### config.mk
export PLATFORM = sky130hd
export DESIGN_NAME = power_mode_state_controller
export DESIGN_NICKNAME = d
export VERILOG_FILES = /design/src/design/level_sync.v /design/src/design/wake_filter.v /design/src/design/power_mode_state_controller.v
export VERILOG_INCLUDE_DIRS = /design/src /design/src/design
export SDC_FILE = /design/constraint.sdc
export NUM_CORES = 1
export LEC_CHECK = 0
export ABC_CLOCK_PERIOD_IN_PS = 6240
export BUFFER_PORTS_ARGS = -buffer_cell sky130_fd_sc_hd__buf_2
export CAP_MARGIN = 30
export CORE_MARGIN = 5
export CORE_UTILIZATION = 24
export CTS_BUF_LIST = sky130_fd_sc_hd__clkbuf_2
export CTS_CLUSTER_DIAMETER = 30
export DETAILED_ROUTE_END_ITERATION = 6
export SETUP_SLACK_MARGIN = 0.05
export SLEW_MARGIN = 40
export SYNTH_ARGS = -nofsm -noshare
export SYNTH_HDL_FRONTEND = slang
export SYNTH_SLANG_ARGS = --single-unit
export TNS_END_PERCENT = 10
### constraint.sdc
create_clock -name ref_clk -period 6.24 [get_ports ref_clk]
set_input_delay 1.248 -clock ref_clk [delete_from_list [all_inputs] [get_ports ref_clk]]
set_output_delay 1.248 -clock ref_clk [all_outputs]
set_load 0.005 [all_outputs]
### src/design/power_mode_defines.vh
// Shared constants for the power mode state controller
`ifndef POWER_MODE_DEFINES_VH
`define POWER_MODE_DEFINES_VH

// Wake window after entering active mode, in microseconds
`define WAKE_WINDOW_US        9000
// Clock period in picoseconds (250 MHz)
`define REF_CLK_PERIOD_PS     4000
// Wake window in cycles; scaled in ns first so the product stays inside 32 bits
`define WAKE_WINDOW_CYCLES    ((`WAKE_WINDOW_US * 1000) / (`REF_CLK_PERIOD_PS / 1000))
// Wake filter settle time in nanoseconds and cycles
`define WAKE_FILTER_NS        1000
`define WAKE_FILTER_CYCLES    ((`WAKE_FILTER_NS * 1000) / `REF_CLK_PERIOD_PS)
// Sync boost default target in volts, carried as a code
`define SYNC_TARGET_12V       1'b0

`endif

### src/design/level_sync.v
// Two flip-flop synchroniser for a single asynchronous level
`timescale 1ns/10ps
module level_sync #(
    parameter RESET_VALUE = 1'b0
) (
    input  wire ref_clk,
    input  wire rst_b,
    input  wire async_in,
    output reg  sync_out
);
    reg stage_one;

    // First stage feeds only the second stage
    always @(posedge ref_clk or negedge rst_b) begin
        if (!rst_b) begin
            stage_one <= RESET_VALUE;
            sync_out  <= RESET_VALUE;
        end else begin
            stage_one <= async_in;
            sync_out  <= stage_one;
        end
    end
endmodule

### src/design/wake_filter.v
// Digital glitch filter for the synchronised wake level
`timescale 1ns/10ps
`include "power_mode_defines.vh"
module wake_filter #(
    parameter FILTER_CYCLES = `WAKE_FILTER_CYCLES,
    parameter CNT_W         = 10
) (
    input  wire ref_clk,
    input  wire rst_b,
    input  wire raw_level,
    output reg  filtered_level
);
    reg [CNT_W-1:0] stable_count;

    // Output follows the input only after it stays different for the full time
    always @(posedge ref_clk or negedge rst_b) begin
        if (!rst_b) begin
            stable_count   <= {CNT_W{1'b0}};
            filtered_level <= 1'b0;
        end else if (raw_level == filtered_level) begin
            stable_count <= {CNT_W{1'b0}};
        end else if (stable_count >= FILTER_CYCLES[CNT_W-1:0] - 1'b1) begin
            stable_count   <= {CNT_W{1'b0}};
            filtered_level <= raw_level;
        end else begin
            stable_count <= stable_count + 1'b1;
        end
    end
endmodule

### src/design/power_mode_state_controller.v
// Power mode state machine with regulator sequencing and reserve control
`timescale 1ns/10ps
`include "power_mode_defines.vh"
module power_mode_state_controller #(
    parameter WAKE_WINDOW_CYCLES = `WAKE_WINDOW_CYCLES,
    parameter WAKE_FILTER_CYCLES = `WAKE_FILTER_CYCLES,
    parameter WINDOW_W           = 22
) (
    input  wire ref_clk,
    input  wire rst_b,
    input  wire wake_level,
    input  wire input_supply_good,
    input  wire input_supply_above_min,
    input  wire battery_good,
    input  wire sync_boost_good,
    input  wire sensor_buck_ramped,
    input  wire logic_supply_good,
    input  wire internal_por,
    input  wire cmd_sleep,
    input  wire cmd_switch_off,
    input  wire cmd_sensor_buck_off,
    input  wire cmd_switchers_off,
    input  wire cmd_charge_on,
    input  wire cmd_charge_off,
    input  wire cmd_discharge_on,
    input  wire cmd_discharge_off,
    output reg  internal_analog_regulator_en,
    output reg  internal_logic_regulator_en,
    output reg  reserve_boost_converter_en,
    output reg  sync_boost_converter_en,
    output reg  sync_boost_target_sel,
    output reg  sensor_buck_regulator_en,
    output reg  logic_supply_en,
    output reg  system_reset_b,
    output reg  charge_source_en,
    output reg  discharge_source_en,
    output reg  crossover_switch_en,
    output reg  crossover_active_output,
    output reg  functions_en,
    output reg  [7:0] power_state
);

    ////////////////////////////////////////////////////////////////////////////
    // States, one-hot
    localparam [7:0] ST_POWER_OFF = 8'h01;
    localparam [7:0] ST_WAKE_MON  = 8'h02;
    localparam [7:0] ST_AWAKE     = 8'h04;
    localparam [7:0] ST_STARTUP   = 8'h08;
    localparam [7:0] ST_RUN       = 8'h10;
    localparam [7:0] ST_SHUTDOWN  = 8'h20;
    localparam [7:0] ST_RESERVE   = 8'h40;
    localparam [7:0] ST_BLANKING  = 8'h80;

    ////////////////////////////////////////////////////////////////////////////
    // Input synchronisation
    wire wake_sync;
    wire vin_good_sync;
    wire vin_min_sync;
    wire batt_good_sync;
    wire sync_good_sync;
    wire buck_ramped_sync;
    wire logic_good_sync;
    wire por_sync;
    wire wake_filt;

    // Every analog indication crosses two flops first
    level_sync u_sync_wake   (.ref_clk(ref_clk), .rst_b(rst_b), .async_in(wake_level),
                              .sync_out(wake_sync));
    level_sync u_sync_vgood  (.ref_clk(ref_clk), .rst_b(rst_b), .async_in(input_supply_good),
                              .sync_out(vin_good_sync));
    level_sync u_sync_vmin   (.ref_clk(ref_clk), .rst_b(rst_b), .async_in(input_supply_above_min),
                              .sync_out(vin_min_sync));
    level_sync u_sync_batt   (.ref_clk(ref_clk), .rst_b(rst_b), .async_in(battery_good),
                              .sync_out(batt_good_sync));
    level_sync u_sync_sboost (.ref_clk(ref_clk), .rst_b(rst_b), .async_in(sync_boost_good),
                              .sync_out(sync_good_sync));
    level_sync u_sync_buck   (.ref_clk(ref_clk), .rst_b(rst_b), .async_in(sensor_buck_ramped),
                              .sync_out(buck_ramped_sync));
    level_sync u_sync_logic  (.ref_clk(ref_clk), .rst_b(rst_b), .async_in(logic_supply_good),
                              .sync_out(logic_good_sync));
    level_sync u_sync_por    (.ref_clk(ref_clk), .rst_b(rst_b), .async_in(internal_por),
                              .sync_out(por_sync));

    // Glitch filter on the wake level
    wake_filter #(
        .FILTER_CYCLES (WAKE_FILTER_CYCLES)
    ) u_wake_filter (
        .ref_clk        (ref_clk),
        .rst_b          (rst_b),
        .raw_level      (wake_sync),
        .filtered_level (wake_filt)
    );

    ////////////////////////////////////////////////////////////////////////////
    // State and bookkeeping registers
    reg  [7:0]          state;
    reg  [7:0]          next_state;
    reg  [WINDOW_W-1:0] window_count;
    reg                 window_open;
    reg                 wake_timed_out;
    reg                 sleep_confirmed;
    reg                 charge_req;
    reg                 discharge_req;
    reg                 buck_on;
    reg                 logic_on;
    reg                 reset_released;

    wire in_active  = (state == ST_STARTUP) || (state == ST_RUN);
    wire in_sleep   = (state == ST_WAKE_MON) || (state == ST_AWAKE);
    wire in_passive = (state == ST_SHUTDOWN) || (state == ST_RESERVE) || (state == ST_BLANKING);

    // Switcher-off is refused while wake is high or the wake window is still open
    wire switchers_off_ok = cmd_switchers_off && !wake_filt && wake_timed_out;
    // Sleep command refused while wake is high
    wire sleep_ok = cmd_sleep && !wake_filt && !window_open;

    ////////////////////////////////////////////////////////////////////////////
    // Next state logic
    always @* begin
        next_state = state;
        case (state)
            ST_POWER_OFF: begin
                if (wake_filt)
                    next_state = ST_WAKE_MON;
            end
            ST_WAKE_MON: begin
                if (!wake_filt)
                    next_state = ST_POWER_OFF;
                else
                    next_state = ST_AWAKE;
            end
            ST_AWAKE: begin
                if (!wake_filt)
                    next_state = ST_POWER_OFF;
                else if (vin_min_sync)
                    next_state = ST_STARTUP;
            end
            ST_STARTUP, ST_RUN: begin
                if (window_open && !wake_filt)
                    next_state = ST_AWAKE;
                else if (!vin_good_sync && state == ST_RUN)
                    next_state = ST_RESERVE;
                else if (!vin_good_sync)
                    next_state = ST_BLANKING;
                else if (sleep_confirmed || cmd_switch_off)
                    next_state = ST_SHUTDOWN;
                else if (state == ST_STARTUP && reset_released)
                    next_state = ST_RUN;
            end
            ST_BLANKING: begin
                // Input supply recovered before run; no battery loss committed
                if (vin_good_sync)
                    next_state = ST_STARTUP;
                else if (!batt_good_sync)
                    next_state = ST_RESERVE;
            end
            ST_SHUTDOWN: begin
                if (cmd_sensor_buck_off || switchers_off_ok)
                    next_state = ST_POWER_OFF;
            end
            ST_RESERVE: begin
                // Only the internal power-on reset leaves this state
                next_state = ST_RESERVE;
            end
            default: next_state = ST_POWER_OFF;
        endcase
        if (por_sync)
            next_state = ST_POWER_OFF;
    end

    // State register
    always @(posedge ref_clk or negedge rst_b) begin
        if (!rst_b)
            state <= ST_POWER_OFF;
        else
            state <= next_state;
    end

    ////////////////////////////////////////////////////////////////////////////
    // Wake window, sleep confirmation and sequencing flags
    always @(posedge ref_clk or negedge rst_b) begin
        if (!rst_b) begin
            window_count    <= {WINDOW_W{1'b0}};
            window_open     <= 1'b0;
            wake_timed_out  <= 1'b0;
            sleep_confirmed <= 1'b0;
        end else begin
            // Window restarts on every entry into active mode
            if (!in_active && (next_state == ST_STARTUP)) begin
                window_count <= {WINDOW_W{1'b0}};
                window_open  <= 1'b1;
            end else if (window_open) begin
                if (window_count >= WAKE_WINDOW_CYCLES[WINDOW_W-1:0] - 1'b1)
                    window_open <= 1'b0;
                window_count <= window_count + 1'b1;
            end
            // Timeout only matters once wake has dropped after the window
            wake_timed_out <= !window_open && !wake_filt && (in_active || in_passive);
            // Sleep confirmation latched only while wake is low; lost if wake returns
            if (!in_active || wake_filt)
                sleep_confirmed <= 1'b0;
            else if (sleep_ok)
                sleep_confirmed <= 1'b1;
        end
    end

    // Regulator sequencing inside active and passive modes
    always @(posedge ref_clk or negedge rst_b) begin
        if (!rst_b) begin
            buck_on        <= 1'b0;
            logic_on       <= 1'b0;
            reset_released <= 1'b0;
        end else if (!(in_active || in_passive)) begin
            buck_on        <= 1'b0;
            logic_on       <= 1'b0;
            reset_released <= 1'b0;
        end else begin
            if (sync_good_sync)
                buck_on <= 1'b1;
            if (buck_on && buck_ramped_sync)
                logic_on <= 1'b1;
            if (logic_on && logic_good_sync)
                reset_released <= 1'b1;
        end
    end

    ////////////////////////////////////////////////////////////////////////////
    // Charge and discharge requests from the microcontroller
    always @(posedge ref_clk or negedge rst_b) begin
        if (!rst_b) begin
            charge_req    <= 1'b0;
            discharge_req <= 1'b0;
        end else begin
            // Charge commands act only in active mode after reset release
            if (!in_active)
                charge_req <= 1'b0;
            else if (reset_released && cmd_charge_on)
                charge_req <= 1'b1;
            else if (cmd_charge_off)
                charge_req <= 1'b0;
            // Discharge is mutually exclusive with charge; last command wins
            if (in_sleep || state == ST_POWER_OFF)
                discharge_req <= 1'b0;
            else if (cmd_discharge_on)
                discharge_req <= 1'b1;
            else if (cmd_discharge_off || (in_active && cmd_charge_on))
                discharge_req <= 1'b0;
        end
    end

    ////////////////////////////////////////////////////////////////////////////
    // Registered outputs per substate
    always @(posedge ref_clk or negedge rst_b) begin
        if (!rst_b) begin
            internal_analog_regulator_en <= 1'b0;
            internal_logic_regulator_en  <= 1'b0;
            reserve_boost_converter_en   <= 1'b0;
            sync_boost_converter_en      <= 1'b0;
            sync_boost_target_sel        <= `SYNC_TARGET_12V;
            sensor_buck_regulator_en     <= 1'b0;
            logic_supply_en              <= 1'b0;
            system_reset_b               <= 1'b0;
            charge_source_en             <= 1'b0;
            discharge_source_en          <= 1'b0;
            crossover_switch_en          <= 1'b0;
            crossover_active_output      <= 1'b0;
            functions_en                 <= 1'b0;
            power_state                  <= ST_POWER_OFF;
        end else begin
            power_state <= state;
            // Everything off in power-off; internal rails from awake on, still off in wake monitor
            internal_analog_regulator_en <= (state != ST_POWER_OFF) && (state != ST_WAKE_MON);
            internal_logic_regulator_en  <= (state != ST_POWER_OFF) && (state != ST_WAKE_MON);
            // Reserve boost runs in active and blanking, off in shutdown and reserve
            reserve_boost_converter_en   <= in_active || (state == ST_BLANKING);
            sync_boost_converter_en      <= in_active || in_passive;
            sync_boost_target_sel        <= `SYNC_TARGET_12V;
            // Supplies gated off outside active and passive
            sensor_buck_regulator_en     <= buck_on && (in_active || in_passive);
            logic_supply_en              <= logic_on && (in_active || in_passive);
            system_reset_b               <= reset_released && (in_active || in_passive);
            charge_source_en             <= charge_req && in_active && !discharge_req;
            discharge_source_en          <= discharge_req && (in_active || state == ST_SHUTDOWN);
            crossover_switch_en          <= in_passive;
            crossover_active_output      <= (state == ST_SHUTDOWN) || (state == ST_RESERVE);
            functions_en                 <= in_active || in_passive;
        end
    end

endmodule

==> results.cfg <==
[setup_path]
endpoint_kind = output port
crit_slowest_cell = dfstp_2
cp_top_family = flip-flops
crit_arrival_ps = 1200
reg2reg_setup_slack_ps = 3950
path_depth = 1
startpoint_type = flip-flop
worstPathCellList = buf_2
r2r-end = window_count[21]
reg2reg_from = state[1]
critPathRequiredTime_ps = 4990
critPathMaxStageDelay_ps = 560
path_buf_inv = 1
crit_type = flip-flop to output port
worst-path-max-fanout = 1
ff2ff_path_depth = 6

[floorplanning]
start_util_pct = 24.3
rows = 45
die_x_um = 134
die_h_um = 134
die_area_sq_um = 17900
core_sq_um = 15100
io_pins = 39

[place]
gp_congestion = 0.803
io_buffers = 37
dpl.hpwl_um = 5230

[routing]
drc_errors = 0
dr.pass1.iters = 5
finalWirelength_um = 7320
first_iter_violations = 160
routedWlPerCell_um = 13.4
vias_per_cell = 4.40
ant_nets = 0
vias = 2400

[timing]
setup_viol = 0
worst_slew_pin_slew_ps = 633
slew_violations = 0
setup_tns_ps = 0
timing.slew.headroom_pct = 57.8
fin_crit_sh_pct = 39.2
rsz0062_at_grt = no
min_period_ps = 2450
finalClockSkew_ps = 47.8
fmaxAchievable_ghz = 0.409
final_hold_viol_count = 0
hold_slack_ps = 333

[logic_synthesis]
async_reset_ff_share_pct = 100
ys_seq_elements = 83
syn_area_sq_um = 3680
ys_seq_area_share_pct = 56.5
synth_edf_count = 0
yosys.cell_types.count = 55
yosys_most_used_dff = dfrtp_1
avgSynthCellArea_sq_um = 11.5
syn-instance-count = 320
synth_warnings = 0

[finish]
fin_util_pct = 27.4
final_common_cell = dfrtp_1
post_route_cells_drive_above_1_share_pct = 23.5
fillCellCount = 1573
layout_common_cells = dfrtp_1 (81), buf_2 (36), nor2_1 (27), a21oi_2 (19)
seqCellArea_sq_um = 2080
diodes = 0
nets = 377
multi_input_area_sq_um = 1460
syn2layout_area_growth_pct = 12.6

[outcome]
outcome = complete, no violations

[worst_hold_path]
holdPathEnd = u_sync_vmin.sync_out
min_delay_path_depth = 0
hp-class = flip-flop to flip-flop
min_from = u_sync_vmin.stage_one

[global_routing]
grtUsageMet2_pct = 14.7
grt_overflow = 0
antenna_found_initial = 0
grt_pass1_wl_um = 12600
grt_usage_pct = 8.87
busiest_layer = met2
grt_max_degree = 84
met3_usage_pct = 3.11
grt_pass1_vias = 2512
met1_usage_pct = 10.7

[cts]
postCtsSetupBuffers = 0
cts_buffers = 9
clkSlewWorstSetupHoldPaths_ps = 220
cts_resized = 0
tritoncts = built
cts-root-buf = clkbuf_2
numClockSinks = 83
cts_buffer_depth = 2
clk_latency_ps = 560
ctsHoldBuffers = 0
ctsHtreeMaxLevel = 3

[pwr]
p_seq_share_pct = 60.1
max-vdd-ir-drop_v = 0.0000734
p_total_mw = 1.01
p_sw_share_pct = 26.3
power_density_nw_per_um2 = 244
p_comb_share_pct = 10.4
clkPwrFrac_pct = 29.5
p_sw_mw = 0.266
power_leakage_nw = 1.82
power.internal_mw = 0.745

[job]
drv_cap = 0
==> registers in the layout (all words and copies together), names as in the netlist, 8 cells and up <==
register	flops
u_wake_filter.stable_count	10
power_state	8
state	8
window_count	22
==> cells by family (layout without fill, tap and decap cells) <==
group	count (synthesis)	after routing	share of synthesized area [%]
AO/OA/AOI/OAI	58	58	12.2
multiplexers	3	3	0.850
AND/OR/NAND/NOR	112	112	17.3
other	1	3	0.102
adder cells (fa/ha/maj)	4	4	1.36
buffers and inverters	28	64	4.35
XOR/XNOR	31	31	7.38
flip-flops	83	83	56.5
==> synth_stat cells (3+ instances only) <==
| cell | instances | share of area, % |
|---|---|---|
| nand4_1 | 9 | 1.5 |
| dfrtp_1 | 81 | 55 |
| and2_1 | 4 | 0.68 |
| xnor2_1 | 15 | 3.6 |
| nor3b_1 | 4 | 0.82 |
| buf_2 | 5 | 0.68 |
| a21oi_2 | 19 | 4.5 |
| nand3_1 | 12 | 1.6 |
| nor2b_1 | 5 | 0.85 |
| and3_1 | 6 | 1.0 |
| and4_1 | 3 | 0.71 |
| buf_6 | 4 | 1.2 |
| inv_1 | 11 | 1.1 |
| nand2_1 | 16 | 1.6 |
| ha_1 | 4 | 1.4 |
| buf_4 | 5 | 1.0 |
| nand2b_1 | 4 | 0.68 |
| nor4_1 | 4 | 0.68 |
| o21ai_0 | 5 | 0.68 |
| clkbuf_1 | 3 | 0.31 |
| xor2_1 | 16 | 3.8 |
| a21oi_1 | 13 | 1.8 |
| nor2_1 | 27 | 2.8 |
| nor3_1 | 8 | 1.1 |
==> metal layers <==
layer  share of wire (%)  routed length (um)
met1                  44                3250
met2                  50                3640
met3                 4.3                 317
met4                 1.5                 108
met5                   0                   0
==> stage by stage <==
stage	instance area [sq um]	setup slack, ps	instances
2_1_floorplan	3690	3610	322
3_3_place_gp	4020	3340	532
3_5_place_dp	4020	3320	532
4_1_cts	4140	3760	546
5_1_grt	4140	3710	546
6_report	4140	3790	546
==> power by group through the flow <==
stage | logic [mW] | clock network [mW] | registers (mW)
after floorplan | 0.0813 | 0 | 0.604
after global placement | 0.102 | 0 | 0.617
after detailed placement | 0.106 | 0 | 0.618
after CTS | 0.107 | 0.309 | 0.608
after global routing | 0.120 | 0.337 | 0.615
final | 0.105 | 0.298 | 0.608
==> layout make-up <==
cell class	instances	area share, %
clock buffer	10	1.21
clock inverter	4	1.63
inverter	11	0.996
multi-input combinational	211	35.3
sequential	83	50.2
tap	188	5.68
timing repair buffer	39	5.04
==> worst max-delay path by stage <==
stage                    from          endpoint  slack, ps
4_1_cts        power_state[0]    power_state[0]       3760
3_3_place_gp   cmd_switch_off  window_count[21]       3340
3_5_place_dp   cmd_switch_off  window_count[21]       3320
5_1_grt        power_state[0]    power_state[0]       3710
6_report       power_state[0]    power_state[0]       3790
2_1_floorplan  cmd_switch_off  window_count[11]       3610
(Power assumes the default switching activity.)
